File: config.mk
export PLATFORM = sky130hd
export DESIGN_NAME = phy_status_diag_registers
export DESIGN_NICKNAME = d
export VERILOG_FILES = /design/src/phy_status_pkg.sv /design/src/phy_status_diag_registers.sv
export SDC_FILE = /design/constraint.sdc
export NUM_CORES = 1
export LEC_CHECK = 0
export BUFFER_PORTS_ARGS = -buffer_cell sky130_fd_sc_hd__buf_2
export CAP_MARGIN = 20
export CORE_UTILIZATION = 35
export CTS_BUF_LIST = sky130_fd_sc_hd__clkbuf_8
export DETAILED_ROUTE_END_ITERATION = 12
export PLACE_DENSITY = 0.54
export SLEW_MARGIN = 15
export SYNTH_ARGS = -nofsm -noshare
export SYNTH_HDL_FRONTEND = slang
export SYNTH_SLANG_ARGS = --single-unit
File: constraint.sdc
create_clock -name clk_sys -period 2.1 [get_ports clk_sys]
set_input_delay 0.21 -clock clk_sys [delete_from_list [all_inputs] [get_ports clk_sys]]
set_output_delay 0.21 -clock clk_sys [all_outputs]
set_load 0.05 [all_outputs]
File: src/phy_status_pkg.sv
package phy_status_pkg;
	localparam logic [4:0] REG_GENERAL_STATUS = 5'h18;
	localparam logic [4:0] REG_EXTERNAL_STATUS = 5'h19;
	localparam logic [4:0] REG_LINK_FAIL_COUNTERS = 5'h1a;
	localparam logic [4:0] REG_COMMON_CONFIGURATION = 5'h1b;
	// general status fields
	localparam int GS_PLL_LOCK = 14;
	localparam int GS_LOCAL_WAKE = 13;
	localparam int GS_REMOTE_WAKE = 12;
	localparam int GS_DATA_WAKE = 11;
	localparam int GS_EN_LOW = 10;
	localparam int GS_HW_RESET = 9;
	localparam int GS_FAIL_LO = 3;
	localparam int GS_FAIL_HI = 7;
	// external status fields
	localparam int ES_UV_D33 = 15;
	localparam int ES_UV_A33 = 14;
	localparam int ES_UV_D18 = 13;
	localparam int ES_UV_IO = 11;
	localparam int ES_TEMP_HIGH = 10;
	localparam int ES_TEMP_WARN = 9;
	localparam int ES_SHORT = 8;
	localparam int ES_OPEN = 7;
	localparam int ES_POLARITY = 6;
	localparam int ES_INTERLEAVE = 5;
	// common configuration fields
	localparam int CC_AUTONOMOUS = 15;
	localparam int CC_CLK_LO = 12;
	localparam int CC_CLK_HI = 13;
	localparam int CC_REGULATOR = 11;
	localparam logic [1:0] CLK_MODE_RESET = 2'h0;
	localparam logic [15:0] CC_WRITE_MASK = 16'hb800;
	localparam int FAIL_W = 5;
	localparam int RXCNT_W = 8;
	typedef enum logic [1:0] {
		CLK_XTAL = 2'h0,
		CLK_XTAL_OUT = 2'h1,
		CLK_EXT25 = 2'h2,
		CLK_REF50 = 2'h3
	} clk_mode_t;
endpackage

File: src/phy_status_diag_registers.sv
`timescale 1ns/1ps
// How it works
// - bit 14 general status: pll lock, latched low
// - bit 13 general status: local wake-up, latched high
// - bit 12 general status: remote wake-up over cable, latched high
// - bit 11: data or tx enable seen in sleep request mode, latched high
// - read clears wake bits; detection stays disarmed until state transition completes
// - bit 10: enable pin went low since last read
// - bit 9: hardware reset since last read
// - bits 7:3 count link fails, cleared on read
// - counters and cable bits keep values when link control is off
// - external bits 15,14,13,11 latch supply undervoltages
// - external bit 10 high temperature, bit 9 temperature warning, latched
// - external bit 8 short, bit 7 open, latched, cleared on read
// - external bit 6 live polarity inversion, not latched
// - external bit 5 interleave order, 0 a-before-b, 1 b-before-a
// - bits 15:8 count local receiver not ok, saturating
// - bits 7:0 count remote receiver not ok, saturating
// - reading link fail counter register clears both receiver counters
// - clock mode bits 13:12 select reference clock source
// - bit 11: 0 internal regulator, 1 external 1.8 v supply
// - autonomous and regulator bits reset from pin straps
module phy_status_diag_registers #(
	parameter int FAIL_WIDTH = phy_status_pkg::FAIL_W,
	parameter int RXCNT_WIDTH = phy_status_pkg::RXCNT_W
) (
	input wire logic clk_sys, // 20 mhz system clock
	input wire logic sys_rst, // synchronous reset, high
	input wire logic reg_rd, // register read strobe, one cycle
	input wire logic reg_wr, // register write strobe, one cycle
	input wire logic [4:0] reg_addr, // register number
	input wire logic [15:0] reg_wdata, // write data
	output logic [15:0] reg_rdata, // read data, registered
	input wire logic pll_locked, // pll stable and locked (async)
	input wire logic local_wake_in, // local wake detect (async)
	input wire logic remote_wake_in, // remote wake detect (async)
	input wire logic sleep_request, // in sleep request mode
	input wire logic rx_data_valid, // receive data valid
	input wire logic mac_tx_en, // mac transmit enable (async)
	input wire logic enable_pin, // enable pin level (async)
	input wire logic state_transition_done, // operating state transition finished, pulse
	input wire logic link_fail_event, // link fail, one-cycle pulse
	input wire logic digital_3v3_undervoltage, // supply monitor (async)
	input wire logic analog_3v3_undervoltage, // supply monitor (async)
	input wire logic digital_1v8_undervoltage, // supply monitor (async)
	input wire logic io_supply_undervoltage, // supply monitor (async)
	input wire logic temp_high_in, // above high temperature (async)
	input wire logic temp_warn_in, // above warning temperature (async)
	input wire logic short_event, // cable short detected, pulse
	input wire logic open_event, // cable open detected, pulse
	input wire logic polarity_inverted, // live polarity inversion
	input wire logic interleave_b_first, // detected symbol order b before a
	input wire logic local_rx_not_ok, // local receiver not ok
	input wire logic remote_rx_not_ok, // remote receiver not ok
	input wire logic strap_autonomous, // strap pin for autonomous mode
	input wire logic strap_regulator, // strap pin for regulator mode
	output logic autonomous_select, // managed/autonomous operation
	output phy_status_pkg::clk_mode_t clk_mode, // reference clock source
	output logic regulator_select // 1 = external 1.8 v supply
);
	import phy_status_pkg::*;

	// ----------------------------------------
	// pin input synchronisers
	// ----------------------------------------
	localparam int NSYNC = 10;
	// reset loads each pin's idle level: only the enable pin idles high,
	// so a low filtered copy after reset would fake an enable-low event
	localparam logic [NSYNC-1:0] PINS_IDLE = 10'h020;
	logic [NSYNC-1:0] pins_raw;
	logic [NSYNC-1:0] sync1, sync2, sync3, pins;
	assign pins_raw = {
		pll_locked,
		local_wake_in,
		remote_wake_in,
		mac_tx_en,
		enable_pin,
		digital_3v3_undervoltage,
		analog_3v3_undervoltage,
		digital_1v8_undervoltage,
		io_supply_undervoltage,
		temp_high_in
	};

	always_ff @(posedge clk_sys) begin
		sync1 <= pins_raw;
		sync2 <= sync1;
		sync3 <= sync2;
	end

	// a change only counts when stages two and three agree
	logic [NSYNC-1:0] agree;
	assign agree = sync2 ~^ sync3;
	always_ff @(posedge clk_sys) begin
		if (sys_rst) begin
			pins <= PINS_IDLE;
		end else begin
			pins <= (agree & sync3) | (~agree & pins);
		end
	end

	logic warn_s1, warn_s2, warn_s3, warn_q;
	always_ff @(posedge clk_sys) begin
		warn_s1 <= temp_warn_in;
		warn_s2 <= warn_s1;
		warn_s3 <= warn_s2;
	end

	always_ff @(posedge clk_sys) begin
		if (sys_rst) begin
			warn_q <= 1'b0;
		end else if (warn_s2 == warn_s3) begin
			warn_q <= warn_s3;
		end
	end

	logic pll_q, lwake_q, rwake_q, txen_q, en_q, uv_d33_q, uv_a33_q, uv_d18_q, uv_io_q, thigh_q;
	assign {
		pll_q,
		lwake_q,
		rwake_q,
		txen_q,
		en_q,
		uv_d33_q,
		uv_a33_q,
		uv_d18_q,
		uv_io_q,
		thigh_q
	} = pins;

	// ----------------------------------------
	// read strobes
	// ----------------------------------------
	logic rd_gs, rd_es, rd_lf;
	assign rd_gs = reg_rd && reg_addr == REG_GENERAL_STATUS;
	assign rd_es = reg_rd && reg_addr == REG_EXTERNAL_STATUS;
	assign rd_lf = reg_rd && reg_addr == REG_LINK_FAIL_COUNTERS;

	// ----------------------------------------
	// general status
	// ----------------------------------------
	logic pll_flag, local_wake_flag, remote_wake_flag, data_wake_flag, en_low_flag, hw_reset_flag;
	logic wake_armed;
	logic [FAIL_WIDTH-1:0] link_fail_count;
	logic data_seen;
	assign data_seen = sleep_request && (rx_data_valid || txen_q);

	// reading disarms wake detection until the state machine settles
	always_ff @(posedge clk_sys) begin
		if (sys_rst) begin
			wake_armed <= 1'b1;
		end else if (rd_gs) begin
			wake_armed <= 1'b0;
		end else if (state_transition_done) begin
			wake_armed <= 1'b1;
		end
	end

	// set wins over the read clear in every latched bit
	// data wake may be faked by an io undervoltage; the host masks it then
	always_ff @(posedge clk_sys) begin
		if (sys_rst) begin
			local_wake_flag <= 1'b0;
			remote_wake_flag <= 1'b0;
			data_wake_flag <= 1'b0;
		end else begin
			local_wake_flag <= (wake_armed && lwake_q) || (local_wake_flag && !rd_gs);
			remote_wake_flag <= (wake_armed && rwake_q) || (remote_wake_flag && !rd_gs);
			data_wake_flag <= (wake_armed && data_seen) || (data_wake_flag && !rd_gs);
		end
	end

	// pll starts low: unlocked until a read after lock
	always_ff @(posedge clk_sys) begin
		if (sys_rst) begin
			pll_flag <= 1'b0;
		end else begin
			pll_flag <= pll_q && (pll_flag || rd_gs);
		end
	end

	always_ff @(posedge clk_sys) begin
		if (sys_rst) begin
			en_low_flag <= 1'b0;
			hw_reset_flag <= 1'b1;
		end else begin
			en_low_flag <= !en_q || (en_low_flag && !rd_gs);
			hw_reset_flag <= hw_reset_flag && !rd_gs;
		end
	end

	// no wrap: the count holds at its top value
	always_ff @(posedge clk_sys) begin
		if (sys_rst) begin
			link_fail_count <= '0;
		end else if (rd_gs) begin
			link_fail_count <= {{(FAIL_WIDTH-1){1'b0}}, link_fail_event};
		end else if (link_fail_event && !(&link_fail_count)) begin
			link_fail_count <= link_fail_count + 1'b1;
		end
	end

	// ----------------------------------------
	// external status
	// ----------------------------------------
	logic [5:0] ext_now, ext_flags;
	assign ext_now = {
		uv_d33_q,
		uv_a33_q,
		uv_d18_q,
		uv_io_q,
		thigh_q,
		warn_q
	};
	logic short_flag, open_flag;

	always_ff @(posedge clk_sys) begin
		if (sys_rst) begin
			ext_flags <= '0;
		end else begin
			ext_flags <= ext_now | (ext_flags & {6{!rd_es}});
		end
	end

	// kept through link control off: nothing but reset or read clears them
	always_ff @(posedge clk_sys) begin
		if (sys_rst) begin
			short_flag <= 1'b0;
			open_flag <= 1'b0;
		end else begin
			short_flag <= short_event || (short_flag && !rd_es);
			open_flag <= open_event || (open_flag && !rd_es);
		end
	end

	// ----------------------------------------
	// receiver counters
	// ----------------------------------------
	logic [RXCNT_WIDTH-1:0] local_rx_bad_count, remote_rx_bad_count;
	always_ff @(posedge clk_sys) begin
		if (sys_rst || rd_lf) begin
			local_rx_bad_count <= '0;
		end else if (local_rx_not_ok && !(&local_rx_bad_count)) begin
			local_rx_bad_count <= local_rx_bad_count + 1'b1;
		end
	end

	always_ff @(posedge clk_sys) begin
		if (sys_rst || rd_lf) begin
			remote_rx_bad_count <= '0;
		end else if (remote_rx_not_ok && !(&remote_rx_bad_count)) begin
			remote_rx_bad_count <= remote_rx_bad_count + 1'b1;
		end
	end

	// ----------------------------------------
	// common configuration
	// ----------------------------------------
	logic strap_pending;
	logic [15:0] cfg_kept;

	// straps are pins too; their chain runs through reset and has settled by release
	logic [1:0] strap_s1, strap_s2, strap_s3;
	always_ff @(posedge clk_sys) begin
		strap_s1 <= {strap_autonomous, strap_regulator};
		strap_s2 <= strap_s1;
		strap_s3 <= strap_s2;
	end
	always_ff @(posedge clk_sys) begin
		if (sys_rst) begin
			strap_pending <= 1'b1;
		end else begin
			strap_pending <= 1'b0;
		end
	end

	// straps are caught by the first clock after release, not by the reset itself
	always_ff @(posedge clk_sys) begin
		if (sys_rst) begin
			autonomous_select <= 1'b0;
			regulator_select <= 1'b0;
			clk_mode <= clk_mode_t'(CLK_MODE_RESET);
			cfg_kept <= '0;
		end else if (strap_pending) begin
			autonomous_select <= strap_s3[1];
			regulator_select <= strap_s3[0];
		end else if (reg_wr && reg_addr == REG_COMMON_CONFIGURATION) begin
			autonomous_select <= reg_wdata[CC_AUTONOMOUS];
			clk_mode <= clk_mode_t'(reg_wdata[CC_CLK_HI:CC_CLK_LO]);
			regulator_select <= reg_wdata[CC_REGULATOR];
			cfg_kept <= reg_wdata & ~CC_WRITE_MASK;
		end
	end

	// ----------------------------------------
	// read data
	// ----------------------------------------
	// the mux is built every cycle, but only a read moves the output
	logic [15:0] next_rdata;
	always_comb begin
		next_rdata = '0;
		case (reg_addr)
			REG_GENERAL_STATUS: begin
				next_rdata[GS_PLL_LOCK] = pll_flag;
				next_rdata[GS_LOCAL_WAKE] = local_wake_flag;
				next_rdata[GS_REMOTE_WAKE] = remote_wake_flag;
				next_rdata[GS_DATA_WAKE] = data_wake_flag;
				next_rdata[GS_EN_LOW] = en_low_flag;
				next_rdata[GS_HW_RESET] = hw_reset_flag;
				next_rdata[GS_FAIL_HI:GS_FAIL_LO] = FAIL_W'(link_fail_count);
			end
			REG_EXTERNAL_STATUS: begin
				next_rdata[ES_UV_D33] = ext_flags[5];
				next_rdata[ES_UV_A33] = ext_flags[4];
				next_rdata[ES_UV_D18] = ext_flags[3];
				next_rdata[ES_UV_IO] = ext_flags[2];
				next_rdata[ES_TEMP_HIGH] = ext_flags[1];
				next_rdata[ES_TEMP_WARN] = ext_flags[0];
				next_rdata[ES_SHORT] = short_flag;
				next_rdata[ES_OPEN] = open_flag;
				next_rdata[ES_POLARITY] = polarity_inverted;
				next_rdata[ES_INTERLEAVE] = interleave_b_first;
			end
			REG_LINK_FAIL_COUNTERS: begin
				next_rdata = {RXCNT_W'(local_rx_bad_count), RXCNT_W'(remote_rx_bad_count)};
			end
			REG_COMMON_CONFIGURATION: begin
				next_rdata = cfg_kept;
				next_rdata[CC_AUTONOMOUS] = autonomous_select;
				next_rdata[CC_CLK_HI:CC_CLK_LO] = clk_mode;
				next_rdata[CC_REGULATOR] = regulator_select;
			end
			default: begin
				next_rdata = '0;
			end
		endcase
	end

	// held between reads, so the host may sample it late
	always_ff @(posedge clk_sys) begin
		if (sys_rst) begin
			reg_rdata <= '0;
		end else if (reg_rd) begin
			reg_rdata <= next_rdata;
		end
	end
endmodule

==> results of run 1 <==
-- how the worst max path moves through the flow --
stage	end	slack, ns	from	depth (start not counted)
floorplan	link_fail_count[3]	0.50	link_fail_count[0]	7
global placement	link_fail_count[3]	0.44	link_fail_count[0]	7
detailed placement	link_fail_count[3]	0.36	link_fail_count[0]	7
CTS	link_fail_count[3]	0.37	link_fail_count[0]	7
global route	link_fail_count[3]	0.24	link_fail_count[0]	7
finish	link_fail_count[3]	0.36	link_fail_count[0]	7
-- metal layers --
layer / GRT usage [%] / vias up
met5: 0 / -
met4: 6.13 / 0
met3: 5.80 / 6
met2: 24.8 / 69
met1: 21.2 / 1501
li1: - / 1610
-- worst register-to-register path, cell delays in order (launching register included) --
cell and delay [ns]:
dfxtp_1 0.35, ha_1 0.23, and3_1 0.19, ha_1 0.19
nor2b_1 0.32, nand4_1 0.16, xor2_1 0.15, nor2_1 0.05
-- cells in the final DEF (no fill, tap or decap), drive strengths merged, types with 3 or more instances in the layout --
master       netlist  layout
dfxtp            119     119
dlygate4sd3        0      25
nor2              41      41
clkinvlp           0       5
nand4              7       7
mux2i              8       8
bufinv             0       3
o21bai             4       4
nand2b             3       3
or2                3       3
ha                 4       4
mux4               8       8
a221oi             3       3
nor2b              6       6
a21oi             39      39
nand3              3       3
inv                6      10
clkbuf             9      18
o21ai             20      20
a22o              10      10
a22oi              5       5
buf                8      75
and3               3       3
nand2             51      51
xor2               6       6
nor3              10      10
mux2               4       4
-- where the power goes --
part	leakage, nW	switching (mW)	internal (mW)	total (mW)
clock network	0.201	0.940	1.21	2.15
logic	1.00	0.137	0.138	0.275
registers	0.981	0.0518	2.35	2.40
total	2.18	1.13	3.70	4.83
-- kinds of logic (layout without fill, tap and decap cells) --
family	Yosys count	in the layout	synth area share, %
xor+xnor	6	6	1.27
fa+ha+maj	4	4	1.21
simple gates	132	132	15.4
flops	119	119	57.6
compound gates	94	94	14.1
mux	20	20	7.38
buf+inv	23	138	3.03
-- per-stage QoR --
stage	power [mW]	util [%]	setup slack, ns	area [um2]	hold WS [ns]
final	4.83	46.0	0.362	5280	0.0231
after global routing	5.04	46.0	0.244	5280	0.0260
after CTS	4.89	46.0	0.365	5280	0.00206
after detailed placement	2.69	40.2	0.364	4610	0.312
after global placement	2.69	40.2	0.440	4610	0.310
after floorplan	2.59	-	0.497	4140	0.238
-- sequential cells by signal, summed over array words and instances (netlist names), 5 cells and up, named ones only --
name	flops
cfg_kept	12
ext_flags	6
link_fail_count	5
local_rx_bad_count	8
reg_rdata	16
remote_rx_bad_count	8
sync1	10
sync2	10
sync3	10
-- area by class of cell --
type / count / area share (%)
Multi-Input combinational cell: 256 / 30.8
Clock buffer: 18 / 4.69
Sequential cell: 119 / 45.1
Timing Repair Buffer: 100 / 12.2
Inverter: 6 / 0.427
Clock inverter: 14 / 3.29
Tap cell: 143 / 3.39
==> impl_metrics.json, run 1 <==
{
  "die-area_um2": 12300,
  "ir_drop_mv": 0.747,
  "synthFlopType": "dfxtp_1",
  "start_util_pct": 36.1,
  "grt_overflow_total": 0,
  "max_cap_viol_count": 0,
  "hold_viol_final": 0,
  "drtIter0Drc": 160,
  "path_clk_slew_ns": 0.07,
  "core.rowCount": 39,
  "synth.area.top_cells": "dfxtp_1 (58%), a21oi_1 (4.7%), nand2_1 (4.6%)",
  "setup_tns_ns": 0,
  "cts_buffers": 17,
  "final_max_slew_viol_count": 0,
  "cp.required_ns": 2.43,
  "synthToLayoutAreaGrowth_pct": 27.7,
  "wl_mm": 9.19,
  "crit_arrival_ns": 2.07,
  "clkSinkCount": 119,
  "max_freq_ghz": 0.575,
  "wl_met1_mm": 4.51,
  "worst_hold_startpoint": "reg_wdata[7]",
  "hp-class": "in2reg",
  "clock_latency_ns": 0.43,
  "dr.max_layer_used": "met4",
  "antenna_found_initial": 0,
  "regArea_um2": 2380,
  "drcViolationCount": 0,
  "die_y_um": 111,
  "powerDensity_nw_per_um2": 914,
  "path_buf_inv": 0,
  "crit_top_cell": "ha_1",
  "crit_fanout": 5,
  "rsz0062_at_grt": "false",
  "numPortBuffers": 67,
  "ctsHoldBuffers": 25,
  "via_per_inst": 4.86,
  "path_cells": "ha_1, and3_1, ha_1, nor2b_1, nand4_1, xor2_1, nor2_1",
  "clock_path_buffers": 2,
  "worstReg2RegEnd": "link_fail_count[3]",
  "cts_resized": 0,
  "hold_end": "cfg_kept[7]",
  "dp.cells": 599,
  "cts_tree": "built",
  "worstMarginPinSlew_ns": 0.528,
  "grt_pass1_vias": 3062,
  "yosysUniqueCellTypes": 44,
  "synth_edf_count": 0,
  "post_cts_buffers": 0,
  "slowest_delay_ns": 0.35,
  "drt-wirelength-per-cell_um": 14.0,
  "critPathLaunchType": "flop",
  "max_slew_margin_pct": 64.8,
  "cpLargestDelayFamily": "simple AND/OR/NAND/NOR gates",
  "ys_seq_area_share_pct": 57.6,
  "endpoint_kind": "flop",
  "core_area_um2": 11500,
  "grt_first_pass_wirelength_mm": 15.3,
  "ant_nets": 0,
  "cts-root-buf": "clkbuf_8",
  "track_usage_pct": 16.3,
  "yosysWarnings": 0,
  "firstDrtPassIters": 4,
  "vias": 3186,
  "fin_nets": 552,
  "n_fill_cell": 1089,
  "fin_cells": 656,
  "synth_area_per_cell_um2": 10.4,
  "min_path_cells": 3,
  "io-pin-count": 68,
  "wl_met3_um": 445,
  "synth_nets": 450,
  "postSynthCellCount": 398,
  "finalSetupViolCount": 0,
  "synthTopCellsByCount": "dfxtp_1 (119), nand2_1 (51), nor2_1 (41)",
  "status": "complete, no violations",
  "die_w_um": 111,
  "skew_ns": 0.00902,
  "htree_levels": 4,
  "crit_path_top_delay_cell": "dfxtp_1",
  "reg2reg_from": "link_fail_count[0]",
  "r2r_cells": 7,
  "wl_met2_mm": 4.16,
  "drive_gt1_share_pct": 25.1,
  "p_leak_nw": 2.18,
  "multi_input_area_um2": 1630,
  "critPathKind": "reg2reg",
  "synth-async-reset-ratio_pct": 0,
  "final.period_utilization_pct": 82.7,
  "gp_congestion": 0.810,
  "n_antenna_cell": 0,
  "yosysTopAreaCell": "dfxtp_1",
  "dp_hpwl_mm": 6.61,
  "layout_min_cycle_time_ns": 1.74,
  "synthDominantCellAreaShare_pct": 57.6,
  "synth_most_common_cell": "dfxtp_1",
  "reg2reg_slack_ns": 0.36,
  "synth_seq_cells": 119,
  "syn-cell-area_um2": 4140,
  "grt_max_degree": 26
}
Power figures use the tool's default switching activity.
==> inputs of run 2 (changes only) <==
- PLACE_DENSITY: 0.54 -> 0.56
- clock period: 2.1 -> 1.5 ns (I/O delays scaled with it)
==> run 2 against run 1 <==
  * Clock power increased by 38%
  * Critical path depth unchanged
  * Register-to-register slack got worse by 0.29 ns
  * Non-clock buffer count increased by 18
  * Clock skew increased by 0.0047 ns
  * Critical path type unchanged
  * Count of clock-buffer cells in the layout unchanged
  * Sequential power increased by 40%
==> impl_metrics.json, run 2 (synthesis gave the netlist of run 1 again) <==
{
  "core.rowCount": 39,
  "track_usage_pct": 16.5,
  "max_cap_viol_count": 0,
  "largest_reg_flops": 16,
  "slowest_delay_ns": 0.34,
  "wl_met1_mm": 4.37,
  "dp.cells": 609,
  "die_y_um": 111,
  "clock_latency_ns": 0.44,
  "fin_cells": 674,
  "drtIter0Drc": 185,
  "post_cts_buffers": 0,
  "final_common_cell": "dfxtp_1",
  "hold_viol_final": 0,
  "rsz0062_at_grt": "true",
  "largestRegisters": "reg_rdata x16, cfg_kept x12",
  "wl_met2_mm": 4.33,
  "cts-root-buf": "clkbuf_8",
  "htree_levels": 4,
  "clock_path_buffers": 2,
  "p_leak_nw": 2.27,
  "gp_congestion": 0.773,
  "die-area_um2": 12300,
  "wl_mm": 9.34,
  "final_max_slew_viol_count": 0,
  "skew_ns": 0.0137,
  "critPathLaunchType": "flop",
  "reg2reg_slack_ns": 0.07,
  "antenna_found_initial": 0,
  "n_antenna_cell": 0,
  "synthToLayoutAreaGrowth_pct": 32.9,
  "dp_hpwl_mm": 6.52,
  "vias": 3280,
  "numPortBuffers": 67,
  "drcViolationCount": 0,
  "endpoint_kind": "flop",
  "ant_nets": 0,
  "crit_top_cell": "ha_4",
  "clkSinkCount": 119,
  "start_util_pct": 36.1,
  "final.period_utilization_pct": 95.3,
  "io-pin-count": 68,
  "finalSetupViolCount": 0,
  "path_cells": "ha_4, and3_4, ha_4, nor2b_4, nand4_1, xor2_1, nor2_1",
  "die_w_um": 111,
  "worstMarginPinSlew_ns": 0.923,
  "cts_tree": "built",
  "status": "complete, no violations",
  "crit_fanout": 5,
  "grt_overflow_total": 0,
  "r2r_cells": 7,
  "drive_gt1_share_pct": 27.7,
  "wl_met3_um": 468,
  "firstDrtPassIters": 4,
  "grt_max_degree": 51,
  "ir_drop_mv": 0.867,
  "fin_nets": 570,
  "core_area_um2": 11500,
  "min_path_cells": 3,
  "layout_min_cycle_time_ns": 1.43,
  "via_per_inst": 4.87,
  "max_slew_margin_pct": 38.2,
  "regMostFlops": "reg_rdata",
  "grt_pass1_vias": 3210,
  "powerDensity_nw_per_um2": 1230,
  "critPathKind": "reg2reg",
  "cp.required_ns": 1.83,
  "place_worst_setup_slack_ns": -0.0291,
  "path_clk_slew_ns": 0.07,
  "drt-wirelength-per-cell_um": 13.9,
  "finalWorstSetupSlack_ns": 0.0698,
  "dr.max_layer_used": "met4",
  "max_freq_ghz": 0.699,
  "grt_first_pass_wirelength_mm": 15.6,
  "cts_buffers": 17,
  "hp-class": "in2reg",
  "crit_path_top_delay_cell": "dfxtp_1",
  "layout_common_cells": "dfxtp_1 (118), buf_2 (67), nand2_1 (51)",
  "crit_arrival_ns": 1.76
}
-- run 2: cell count changes in the layout (fill, tap and decap cells not counted), moves of 2 or more --
| cell | delta |
|---|---|
| dlygate4sd3_1 | +8 |
| buf_4 | +8 |
| nor2b_1 | -2 |
| ha_4 | +2 |
| inv_6 | +3 |
| ha_1 | -2 |
| buf_12 | +2 |
-- run 2: routing by layer --
layer | global-route usage [%] | vias up
met5 | 0 | -
met4 | 8.98 | 0
met3 | 5.19 | 14
met2 | 24.6 | 88
met1 | 21.0 | 1528
li1 | - | 1650
-- run 2: critical path, delay by kind of cell, from the launching register on --
family,cells,cell delay (ns)
xor gates and xnor gates,1,0.15
and+or+nand+nor,4,0.52
DFF,1,0.34
adders and majority gates,2,0.32
-- run 2: final timing paths --
path / start / endpoint
worst max-delay path: link_fail_count[0] / link_fail_count[3]
worst min-delay path: local_rx_not_ok / local_rx_bad_count[2]
worst max register to register: link_fail_count[0] / link_fail_count[3]
worst min register to register: sync1[9] / sync2[9]
-- run 2: metrics by stage --
step | power (mW) | hold slack [ns] | instance area, um2 | util (%) | setup TNS, ns
2_1_floorplan | 3.63 | 0.178 | 4140 | - | 0
3_3_place_gp | 3.77 | 0.252 | 4710 | 41.1 | 0
3_5_place_dp | 3.79 | 0.254 | 4710 | 41.1 | -0.0291
4_1_cts | 6.83 | 0.00171 | 5460 | 47.6 | 0
5_1_grt | 7.04 | 0.0402 | 5490 | 47.9 | -0.0119
6_report | 6.74 | 0.0365 | 5490 | 47.9 | 0
-- run 2: what timing repair did --
action	4_1_cts	5_1_grt
pin swaps	2	2
gates resized for setup	2	8
hold endpoints to repair	32	0
hold buffers	33	0
cloned	0	0
setup endpoints to repair	1	6
-- run 2: cell type report --
cell class	count	area, um2
timing repair buffer	118	826
sequential	119	2380
inverter	6	22.5
clock buffer	18	248
tap	143	179
clock inverter	14	163
fill	1055	5970
multi-input combinational	256	1670
-- run 2: report_power, final --
group          switching (mW)  internal, mW  total [mW]
Clock                    1.40          1.56        2.96
Sequential             0.0721          3.28        3.36
Combinational           0.200         0.224       0.424
==> inputs of run 3 (changes only) <==
- HOLD_SLACK_MARGIN: unset -> 0.15
- PLACE_DENSITY: 0.56 -> unset
- PLACE_DENSITY_LB_ADDON: unset -> 0.1
- clock period: 1.5 -> 1.14 ns (I/O delays scaled with it)
==> run 3 against run 2 <==
  * The flow now finishes with violations (negative setup slack)
  * Core utilization grew 7.2 points
  * Maximum frequency grew 3.2%
  * Cell area grew 15%
  * Largest power group unchanged
  * Count of clock-buffer cells in the layout grew 2
  * Worst hold slack gained 0.16 ns
  * Via count grew 4.5%
  * First-iteration DRC count shrank 30%
  * Cell count grew 7.6%
  * Critical path depth is the same
  * Total power grew 30%
==> impl_metrics.json, run 3 (synthesis gave the netlist of run 1 again) <==
{
  "clock_path_buffers": 2,
  "final_common_cell": "dfxtp_1",
  "cts_buffers": 17,
  "core.rowCount": 39,
  "largest_reg_flops": 16,
  "ir_drop_mv": 1.18,
  "clock_latency_ns": 0.44,
  "gp_congestion": 0.754,
  "rsz0062_at_grt": "true",
  "antenna_found_initial": 0,
  "max_cap_viol_count": 0,
  "drive_gt1_share_pct": 42.3,
  "crit_fanout": 5,
  "final_area_um2": 6320,
  "worstMarginPinSlew_ns": 1.01,
  "grt_pass1_vias": 3339,
  "critPathLaunchType": "flop",
  "die-area_um2": 12300,
  "grt_max_degree": 28,
  "hp-class": "in2reg",
  "synthToLayoutAreaGrowth_pct": 52.8,
  "start_util_pct": 36.1,
  "crit_arrival_ns": 1.73,
  "cts-root-buf": "clkbuf_8",
  "cts_tree": "built",
  "htree_levels": 4,
  "core_area_um2": 11500,
  "endpoint_kind": "flop",
  "final.period_utilization_pct": 122,
  "finalSetupViolCount": 19,
  "status": "finished, violations left",
  "drt-wirelength-per-cell_um": 14.4,
  "n_fill_cell": 1021,
  "n_antenna_cell": 0,
  "hold_viol_final": 0,
  "via_per_inst": 4.73,
  "place_worst_setup_slack_ns": -0.294,
  "fin_nets": 621,
  "wl_mm": 10.4,
  "detailed_place.area_um2": 5070,
  "grt_overflow_total": 0,
  "regMostFlops": "reg_rdata",
  "powerDensity_nw_per_um2": 1390,
  "drcViolationCount": 0,
  "power_mw": 8.79,
  "cp.required_ns": 1.48,
  "grt_first_pass_wirelength_mm": 16.6,
  "critPathKind": "reg2reg",
  "skew_ns": 0.0123,
  "p_leak_nw": 2.57,
  "firstDrtPassIters": 4,
  "max_slew_margin_pct": 32.1,
  "path_clk_slew_ns": 0.08,
  "dp_hpwl_mm": 7.01,
  "vias": 3429,
  "io-pin-count": 68,
  "finalWorstSetupSlack_ns": -0.246,
  "final_max_slew_viol_count": 0,
  "layout_min_cycle_time_ns": 1.39,
  "die_w_um": 111,
  "clkSinkCount": 119,
  "track_usage_pct": 17.9,
  "drtIter0Drc": 129,
  "largestRegisters": "reg_rdata x16, cfg_kept x12",
  "violations": "negative setup slack",
  "ant_nets": 0,
  "layout_common_cells": "dfxtp_1 (88), buf_4 (48), nand2_1 (47), buf_2 (47), dlygate4sd3_1 (41)",
  "numPortBuffers": 67,
  "die_y_um": 111,
  "max_freq_ghz": 0.721
}
-- run 3: cell count changes in the layout (fill, tap and decap cells not counted), sizes merged --
cell	change
dlygate4sd3	+8
clkbuf	+2
buf	+43
clkinv	+2
bufinv	-1
inv	-3
-- run 3: report_power, final --
group	internal (mW)	switching [mW]	total, mW
registers	4.31	0.109	4.42
clock network	1.92	1.77	3.69
logic	0.385	0.300	0.686
total	6.61	2.18	8.79
-- run 3: routing by layer --
metal,track usage [%],up-vias,part of all wire [%]
li1,-,1745,-
met1,21.5,1605,46
met2,29.9,66,49
met3,6.40,13,3.5
met4,5.87,0,1.4
met5,0,-,0
-- run 3: repair_timing --
action	4_1_cts	5_1_grt
endpoints found under the hold margin	46	0
gates resized for setup	64	55
pin swaps	26	20
setup buffers	7	2
hold buffers	41	0
endpoints found under the setup margin	44	52
-- run 3: layout make-up --
class,instances,area (um2),share of cell area [%]
Tap cell,143,179,2.83
Timing Repair Buffer,169,1390,22.1
Clock inverter,12,118,1.86
Clock buffer,20,275,4.36
Sequential cell,119,2450,38.8
Multi-Input combinational cell,256,1880,29.7
Inverter,6,22.5,0.357
-- run 3: path summary, 6_finish.rpt --
| check | from | to | slack, ns | depth (start not counted) |
|---|---|---|---|---|
| setup / recovery | link_fail_count[1] | link_fail_count[3] | -0.25 | 7 |
| setup reg to reg | link_fail_count[1] | link_fail_count[3] | -0.25 | 7 |
| hold / removal | sys_rst | link_fail_count[0] | 0.19 | 4 |
| hold reg to reg | sync1[2] | sync2[2] | 0.32 | 0 |
-- run 3: stage by stage --
stage | setup TNS [ns] | instances | utilization [%] | hold WS [ns]
after floorplan | -0.982 | 398 | - | 0.142
after global placement | -7.77 | 644 | 44.2 | 0.216
after detailed placement | -8.05 | 644 | 44.2 | 0.218
after CTS | -1.52 | 723 | 53.5 | 0.187
after global routing | -2.86 | 725 | 55.1 | 0.188
final | -1.58 | 725 | 55.1 | 0.194
-- run 3: critical path, stage by stage (launching register included) --
cell     delay [ns]
dfxtp_2        0.35
ha_4           0.16
and3_4         0.15
ha_4           0.16
nor2b_4        0.16
nand4_1        0.12
xor2_1         0.14
nor2_1         0.05
